**config.mk**
```make
export PLATFORM = sky130hd
export DESIGN_NAME = latch_and_toggle_relay
export DESIGN_NICKNAME = d
export VERILOG_FILES = /design/src/rtl/relay_pkg.sv /design/src/rtl/toggle_relay.sv /design/src/rtl/latch_and_toggle_relay.sv
export SDC_FILE = /design/constraint.sdc
export NUM_CORES = 1
export LEC_CHECK = 0
export BUFFER_PORTS_ARGS = -buffer_cell sky130_fd_sc_hd__buf_4
export CAP_MARGIN = 10
export CORE_AREA = 2 2 39 41
export CTS_BUF_LIST = sky130_fd_sc_hd__clkbuf_8
export CTS_CLUSTER_DIAMETER = 120
export CTS_CLUSTER_SIZE = 16
export DETAILED_ROUTE_END_ITERATION = 16
export DIE_AREA = 0 0 41 43
export PLACE_DENSITY = 0.54
export SYNTH_ARGS = -nofsm -noshare
export SYNTH_HDL_FRONTEND = slang
export SYNTH_SLANG_ARGS = --single-unit
```
**constraint.sdc**
```tcl
create_clock -name clock -period 0.99 [get_ports clock]
set_input_delay 0.1485 -clock clock [delete_from_list [all_inputs] [get_ports clock]]
set_output_delay 0.1485 -clock clock [all_outputs]
set_load 0.01 [all_outputs]
```
**src/rtl/relay_pkg.sv**
```systemverilog
// Constants and types shared by the latch and toggle relay elements.
// Assumes a single clock whose edges are the scan cycles of the program.
`default_nettype none
package relay_pkg;

    // ========================================================================
    // Configuration encodings
    // ========================================================================
    typedef enum logic {
        reset_dominant = 1'h0,
        set_dominant   = 1'h1
    } priority_t;

    // Output value with no retained state available.
    localparam logic OUT_INIT   = 1'h0;
    localparam logic OUT_ON     = 1'h1;
    // Level of a program input that is not asserted, seeding the edge history.
    localparam logic IN_IDLE    = 1'h0;
    // Retention disabled, the configuration that reset leaves behind.
    localparam logic RETAIN_OFF = 1'h0;

endpackage
`default_nettype wire

```
**src/rtl/toggle_relay.sv**
```systemverilog
// Toggle relay element: trigger edge flips the output, set and reset force it.
// Assumes all inputs are program signals already on the scan clock.
`timescale 1ns/10ps
`default_nettype none
module toggle_relay
    import relay_pkg::*;
(
    input  wire logic      clock,
    input  wire logic      arst_n,
    input  wire logic      set_in,
    input  wire logic      reset_in,
    input  wire logic      trigger_in,
    input  wire priority_t prio_cfg,
    input  wire logic      retain_cfg,
    input  wire logic      retained_q,
    input  wire logic      restore_pulse,
    output logic           q
);

    // ========================================================================
    // State
    // ========================================================================
    logic q_ff;
    logic nxt_q;
    logic trg_prev_ff;
    logic nxt_trg_prev;
    logic trg_rise;

    // Rising edge from this scan's sample against the previous one.
    assign trg_rise = trigger_in & ~trg_prev_ff;

    always_comb begin
        nxt_trg_prev = trigger_in;
        nxt_q        = q_ff;
        if (restore_pulse) begin
            nxt_q = retain_cfg ? retained_q : OUT_INIT;
        end else if (set_in && reset_in) begin
            nxt_q = (prio_cfg == set_dominant) ? OUT_ON : OUT_INIT;
        end else if (reset_in) begin
            nxt_q = OUT_INIT;
        end else if (set_in) begin
            nxt_q = OUT_ON;
        end else if (trg_rise) begin
            nxt_q = ~q_ff;
        end
    end

    always_ff @(posedge clock or negedge arst_n) begin
        if (!arst_n) begin
            q_ff        <= OUT_INIT;
            trg_prev_ff <= IN_IDLE;
        end else begin
            q_ff        <= nxt_q;
            trg_prev_ff <= nxt_trg_prev;
        end
    end

    assign q = q_ff;
endmodule
`default_nettype wire

```
**src/rtl/latch_and_toggle_relay.sv**
```systemverilog
// Latch element and toggle relay element evaluated once per scan clock.
// Assumes inputs come from program logic on the same clock; configuration may
// change at any time, as it is frozen here while running, and the retained
// output values are provided from non-volatile storage at restore.
//
// Contract
// - The latch output goes high when set is high and reset is low.
// - With set and reset both high the latch output goes low.
// - Once set the latch holds high with idle inputs and only reset clears it.
// - With retention on, the latch restores its pre-power-loss output.
// - Configuration is fixed while running and cannot change at runtime.
// - The toggle output inverts on each trigger rising edge when set and reset are low.
// - Trigger edges are ignored while set or reset is high.
// - A set pulse forces the toggle output to one.
// - A reset pulse returns the toggle output to zero.
// - A priority choice selects whether reset or set wins when both are high.
// - With retention on, the toggle output is restored after power returns.
`timescale 1ns/10ps
`default_nettype none
module latch_and_toggle_relay
    import relay_pkg::*;
(
    input  wire logic      clock,
    input  wire logic      arst_n,
    input  wire logic      running,
    input  wire logic      latch_set,
    input  wire logic      latch_reset,
    input  wire logic      latch_retain,
    input  wire logic      latch_saved_q,
    input  wire logic      toggle_set,
    input  wire logic      toggle_reset,
    input  wire logic      toggle_trigger,
    input  wire priority_t toggle_priority,
    input  wire logic      toggle_retain,
    input  wire logic      toggle_saved_q,
    output logic           latch_q,
    output logic           toggle_q
);

    // ========================================================================
    // Configuration capture
    // ========================================================================
    // Settings are captured while stopped and frozen while running, so a
    // change made during runtime has no effect until the next start.
    logic      run_prev_ff;
    logic      nxt_run_prev;
    logic      start_pulse;
    priority_t prio_ff;
    priority_t nxt_prio;
    logic      lret_ff;
    logic      nxt_lret;
    logic      tret_ff;
    logic      nxt_tret;
    logic      latch_ff;
    logic      nxt_latch;

    assign start_pulse = running & ~run_prev_ff;

    always_comb begin
        nxt_run_prev = running;
        nxt_prio     = prio_ff;
        nxt_lret     = lret_ff;
        nxt_tret     = tret_ff;
        if (!running) begin
            nxt_prio = toggle_priority;
            nxt_lret = latch_retain;
            nxt_tret = toggle_retain;
        end
    end

    always_ff @(posedge clock or negedge arst_n) begin
        if (!arst_n) begin
            run_prev_ff <= IN_IDLE;
            prio_ff     <= reset_dominant;
            lret_ff     <= RETAIN_OFF;
            tret_ff     <= RETAIN_OFF;
        end else begin
            run_prev_ff <= nxt_run_prev;
            prio_ff     <= nxt_prio;
            lret_ff     <= nxt_lret;
            tret_ff     <= nxt_tret;
        end
    end

    // ========================================================================
    // Latch element
    // ========================================================================
    always_comb begin
        nxt_latch = latch_ff;
        if (start_pulse) begin
            nxt_latch = lret_ff ? latch_saved_q : OUT_INIT;
        end else if (!running) begin
            nxt_latch = latch_ff;
        end else if (latch_reset) begin
            nxt_latch = OUT_INIT;
        end else if (latch_set) begin
            nxt_latch = OUT_ON;
        end
    end

    always_ff @(posedge clock or negedge arst_n) begin
        if (!arst_n) begin
            latch_ff <= OUT_INIT;
        end else begin
            latch_ff <= nxt_latch;
        end
    end

    assign latch_q = latch_ff;

    // ========================================================================
    // Toggle relay element
    // ========================================================================
    // A trigger already high when the program starts becomes the previous sample
    // at the start scan, so it cannot toggle until it has gone low once.
    toggle_relay u_toggle (
        .clock         (clock),
        .arst_n        (arst_n),
        .set_in        (toggle_set & running),
        .reset_in      (toggle_reset & running),
        .trigger_in    (toggle_trigger & running),
        .prio_cfg      (prio_ff),
        .retain_cfg    (tret_ff),
        .retained_q    (toggle_saved_q),
        .restore_pulse (start_pulse),
        .q             (toggle_q)
    );
endmodule
`default_nettype wire

```
==> results of run 1 <==
[synthesized netlist by cell type]
cell type  n  share of area [%]
nand2b_1   2                3.9
a21boi_1   1                2.3
nor2_1     1                1.2
buf_6      1                3.5
o31ai_1    1                2.3
o21ai_0    1                1.6
nor3_1     1                1.6
nand3b_1   1                2.3
nand4b_1   1                2.7
inv_1      1                1.2
a32oi_1    1                2.7
mux2_2     3                 11
a21bo_2    1                3.1
nand2_1    1                1.2
and2_2     1                2.3
dfrtp_1    7                 55
o2bb2ai_1  1                2.7
[final timing paths]
path	startpoint	endpoint	slack, ps
worst min-delay path	running	run_prev_ff$_DFF_PN0_	120
worst max-delay path	u_toggle.q$_DFFE_PN0P_	toggle_q	50
min in group asynchronous	arst_n	u_toggle.q$_DFFE_PN0P_	270
max in group asynchronous	arst_n	latch_q$_DFFE_PN0P_	590
worst min register to register	lret_ff$_DFFE_PN0N_	lret_ff$_DFFE_PN0N_	500
worst max register to register	prio_ff$_DFFE_PN0N_	u_toggle.q$_DFFE_PN0P_	90
[sequential cells by signal, indices dropped and copies added, names as in the netlist]
| name | flops |
|---|---|
| tret_ff | 1 |
| u_toggle.q | 1 |
| latch_q | 1 |
| lret_ff | 1 |
| prio_ff | 1 |
| run_prev_ff | 1 |
| u_toggle.trg_prev_ff | 1 |
[cells by family (layout without fill, tap and decap cells)]
| logic type | count (synthesis) | after routing | synth area share [%] |
|---|---|---|---|
| and+or+nand+nor | 8 | 8 | 15.2 |
| buffers and inverters | 2 | 20 | 4.69 |
| AOI/OAI and AO/OA | 6 | 6 | 14.8 |
| muxes | 3 | 3 | 10.5 |
| DFF | 7 | 7 | 54.7 |
[metrics by stage]
step	util, %	power (mW)	hold WS, ps
after global placement	31.4	0.454	-32.5
after global routing	35.4	0.895	123
after floorplan	-	0.389	-147
after CTS	35.4	0.864	118
final	35.4	0.848	123
after detailed placement	31.4	0.456	-30.1
[power breakdown]
part	switching [mW]	internal, mW
clock network	0.126	0.268
logic	0.0432	0.0769
registers	0.0186	0.315
total	0.188	0.660
[routing by layer]
layer  global-route usage, %  wire [µm]
met5                       0          0
met4                    4.00          0
met3                    8.38         87
met2                    12.2        261
met1                    10.5        298
[cell type report]
| type | count | area (µm²) | area share (%) |
|---|---|---|---|
| clock buffer | 3 | 41.3 | 8.44 |
| clock inverter | 1 | 3.75 | 0.767 |
| inverter | 1 | 3.75 | 0.767 |
| multi-input combinational | 17 | 130 | 26.6 |
| sequential | 7 | 175 | 35.8 |
| tap | 16 | 20.0 | 4.09 |
| timing repair buffer | 15 | 115 | 23.5 |
[what timing repair did]
item                                   in CTS  in global routing
endpoints found under the hold margin       7                  0
hold buffers                                1                  0
setup buffers                               0                  0
gates resized for setup                     0                  0
==> qor.csv, run 1 <==
metric,value,unit
IO Pins,15,
Final Hold Fails,0,
# clock sinks,7,
Final #Nets,58,
Longest Clk Path Bufs,2,
Final min period,940,ps
most frequent cells in the layout,"buf_4 (14), dfrtp_1 (7), mux2_2 (3), clkbuf_8 (3)",
CP max stage delay,410,ps
DIE WIDTH,41,µm
worst path required time,840,ps
vias in the first global route,258,
crit path DAT,790,ps
Final Non-Filler Cells,60,
clock skew,3.45,ps
RSZ-0062 raised after global routing,false,
Avg WL per Cell,10.8,µm
gr usage total,9.39,%
Die ar.,1760,µm²
CP Cell Sequence,buf_4,
Post-Syn Instances,26,
clk slew on worst S/H paths,40,ps
maxcap violations,0,
Slew HR,88.0,%
vias per cell,4.35,
I/O Buffers,14,
post-synthesis cell area,320,µm²
# diodes,0,
DRT Pass-1 Iters,2,
kind of end point of the critical path,output port,
vias post-DR,261,
status,completed,
min setup slack post-route,50.0,ps
Core ar.,1380,µm²
initial core utilization,23.1,%
TritonCTS Buffers,3,
GPL Wtd Cong,0.576,
Min-Delay Path Class,input pin to register,
die height,43,µm
largest net degree at the start of global routing,12,
cell depth of the worst flop-to-flop path,3,
later-pin clock latency in the skew report,230,ps
Levels on crit path,1,
sequential fraction of the synthesis area,54.7,%
Startpoint Class,register,
Buf/Inv on CP,1,
fmax,1.06,GHz
Yosys reg bits,7,
Worst Hold Depth,1,
Worst-Margin Slew,178,ps
WL final,646,µm
layout cells sized above 1,50.0,%
Setup WS pre-CTS,93.5,ps
Pleak,0.229,nW
"Max FO, Critical Path",4,
grt ovf,0,
Crit path max-delay family,flip-flops,
"Slew Viols, Final",0,
drt first-iter violations,1,
Syn Area/Cell,12.3,µm²
DP Area,434,µm²
DRT antenna net count,0,
PD cells,1730,nW/µm²
initial antenna violation count,0,
setup_tns,0,ps
P&R area growth vs syn,52.7,%
maximum vdd drop,0.00108,V
Finished Cell Area,489,µm²
first-pass GRT wire length,1.04,mm
# setup viols final,0,
Syn. warnings,0,
clk root buf,clkbuf_8,
TritonCTS clock tree,yes,
critical path class,register to output port,
"slowest stage cell, crit path",dfrtp_1,
# placed instances,55,
FP Rows,14,
fill count,139,
Syn Nets,39,
synth unique cells,17,
DRC viols,0,
"most common cell after layout, fill and taps aside",buf_4,
period utilisation layout,95.0,%
H-tree depth,1,
(Power assumes the default switching activity.)
==> inputs of run 2 (changes only) <==
--- a/config.mk
+++ b/config.mk
@@ -13,6 +13,7 @@
 export CTS_CLUSTER_SIZE = 16
 export DETAILED_ROUTE_END_ITERATION = 16
 export DIE_AREA = 0 0 41 43
+export GPL_TIMING_DRIVEN = 0
 export PLACE_DENSITY = 0.54
 export SYNTH_ARGS = -nofsm -noshare
 export SYNTH_HDL_FRONTEND = slang
==> run 2 against run 1 <==
Net effect:
- routed wire length grew 6.3%
- highest routed layer is now met4
- count of clock-buffer cells in the layout is the same
- critical path type unchanged
- largest power group unchanged
- combinational power grew 4%
- via count grew 1.5%
- critical path depth is the same
- non-clock buffer count grew 1
==> qor.csv, run 2 (synthesis gave the netlist of run 1 again) <==
metric,value,unit,change
status,completed,,unchanged
Setup crit start,u_toggle.q$_DFFE_PN0P_,,unchanged
DRC viols,0,,unchanged
clk root buf,clkbuf_8,,unchanged
P&R area growth vs syn,56.3,%,was 52.7%
r2r endpoint,u_toggle.q$_DFFE_PN0P_,,unchanged
DIE WIDTH,41,µm,unchanged
drt first-iter violations,2,,was 1
Worst R2R Setup Slack,90,ps,about the same
CP Cell Sequence,buf_4,,unchanged
most frequent cells in the layout,"buf_4 (14), dfrtp_1 (7), mux2_2 (3), clkbuf_8 (3)",,unchanged
highest metal used,met4,,was met3
maxcap violations,0,,unchanged
first-pass GRT wire length,1.10,mm,was 1.04 mm
WL final,687,µm,was 646 µm
cell depth of the worst flop-to-flop path,3,,unchanged
fmax,1.08,GHz,was 1.06 GHz
FP Rows,14,,unchanged
Final Hold Fails,0,,unchanged
# setup viols final,0,,unchanged
WL met3,83,µm,was 87 µm
worst path required time,840,ps,about the same
routed length on met1,294,µm,was 298 µm
layout cells sized above 1,51.1,%,was 50.0%
vias per cell,4.34,,was 4.35
Setup WS pre-CTS,71.1,ps,was 93.5 ps
Worst R2R Start,u_toggle.trg_prev_ff$_DFF_PN0_,,was prio_ff$_DFFE_PN0N_
fill count,151,,was 139
initial core utilization,23.1,%,unchanged
TritonCTS clock tree,yes,,unchanged
clock skew,0.946,ps,was 3.45 ps
"Slew Viols, Final",0,,unchanged
# clock sinks,7,,unchanged
DRT Pass-1 Iters,4,,was 2
CP endpoint,toggle_q,,unchanged
Die ar.,1760,µm²,unchanged
Multi-input gate area,130,µm²,unchanged
vias post-DR,265,,was 261
Final #Nets,59,,was 58
CP max stage delay,400,ps,was 410 ps
GPL Wtd Cong,0.569,,was 0.576
PD cells,1690,nW/µm²,was 1730 nW/µm²
initial antenna violation count,0,,unchanged
Slew HR,87.9,%,was 88.0%
Final min period,925,ps,was 940 ps
largest net degree at the start of global routing,11,,was 12
Startpoint Class,register,,unchanged
post-DP HPWL,516,µm,
# placed instances,56,,was 55
clk slew on worst S/H paths,40,ps,about the same
H-tree depth,1,,unchanged
kind of end point of the critical path,output port,,unchanged
Worst-Margin Slew,181,ps,was 178 ps
Min-Delay Path Class,input pin to register,,unchanged
critical path class,register to output port,,unchanged
Crit path max-delay family,flip-flops,,unchanged
vias in the first global route,277,,was 258
Core ar.,1380,µm²,unchanged
RSZ-0062 raised after global routing,false,,unchanged
period utilisation layout,93.4,%,was 95.0%
IO Pins,15,,unchanged
"Max FO, Critical Path",4,,unchanged
Longest Clk Path Bufs,2,,unchanged
setup_tns,0,ps,unchanged
DRT antenna net count,0,,unchanged
I/O Buffers,14,,unchanged
TritonCTS Buffers,3,,unchanged
# diodes,0,,unchanged
Register Area,175,µm²,unchanged
Levels on crit path,1,,unchanged
grt ovf,0,,unchanged
maximum vdd drop,0.000669,V,was 0.00108 V
Pleak,0.235,nW,was 0.229 nW
Met2 Routed Length,300,µm,was 261 µm
"slowest stage cell, crit path",dfrtp_1,,unchanged
"most common cell after layout, fill and taps aside",buf_4,,unchanged
Avg WL per Cell,11.3,µm,was 10.8 µm
min setup slack post-route,65.2,ps,was 50.0 ps
die height,43,µm,unchanged
crit path DAT,780,ps,was 790 ps
later-pin clock latency in the skew report,220,ps,was 230 ps
Final Non-Filler Cells,61,,was 60
Buf/Inv on CP,1,,unchanged
gr usage total,9.82,%,was 9.39%
==> run 2: changes by cell type in the layout (fill, tap and decap cells not counted) <==
cell and change:
buf_6 +1
==> run 2: worst register-to-register path: cells and delay by family (launching register included) <==
kind / cells / cell delay [ps]
flip-flops: 1 / 350
AND/OR/NAND/NOR: 1 / 150
AO/OA/AOI/OAI: 2 / 310
==> run 2: power breakdown <==
part           switching [mW]  leakage [nW]  internal, mW
Clock                   0.119        0.0269         0.268
Sequential             0.0179        0.0836         0.315
Combinational          0.0443         0.124        0.0808
==> run 2: what timing repair did <==
item / in CTS / in global routing
hold buffers: 1 / 0
buffers inserted: 0 / 0
endpoints found under the hold margin: 7 / 0
resized for setup: 0 / 0
==> run 2: stage by stage <==
step | cell area (µm²) | hold WS (ps) | util [%] | power [mW]
2_1_floorplan | 320 | -147 | - | 0.389
3_3_place_gp | 445 | -32.1 | 32.2 | 0.459
3_5_place_dp | 445 | -30.0 | 32.2 | 0.462
4_1_cts | 500 | 40.8 | 36.2 | 0.866
5_1_grt | 500 | 37.0 | 36.2 | 0.902
6_report | 500 | 45.9 | 36.2 | 0.845
==> run 2: how the worst min path moves through the flow <==
stage | slack (ps) | to | startpoint | cells after the start
finish | 50 | run_prev_ff$_DFF_PN0_ | running | 1
global route | 40 | run_prev_ff$_DFF_PN0_ | running | 1
CTS | 40 | run_prev_ff$_DFF_PN0_ | running | 1
detailed placement | -30 | u_toggle.q$_DFFE_PN0P_ | arst_n | 1
global placement | -30 | u_toggle.q$_DFFE_PN0P_ | arst_n | 1
floorplan | -150 | latch_q$_DFFE_PN0P_ | arst_n | 0
==> run 2: final cells by class <==
cell class | count | share of cell area (%)
Buffer | 1 | 2.25
Clock buffer | 3 | 8.25
Clock inverter | 1 | 0.750
Inverter | 1 | 0.750
Multi-Input combinational cell | 17 | 26.0
Sequential cell | 7 | 35.0
Tap cell | 16 | 4.00
Timing Repair Buffer | 15 | 23.0
==> run 2: layer usage <==
layer,up-vias,track usage (%)
met4,0,8.00
met1,119,10.2
met3,2,5.24
met5,-,0
met2,14,13.8
li1,130,-
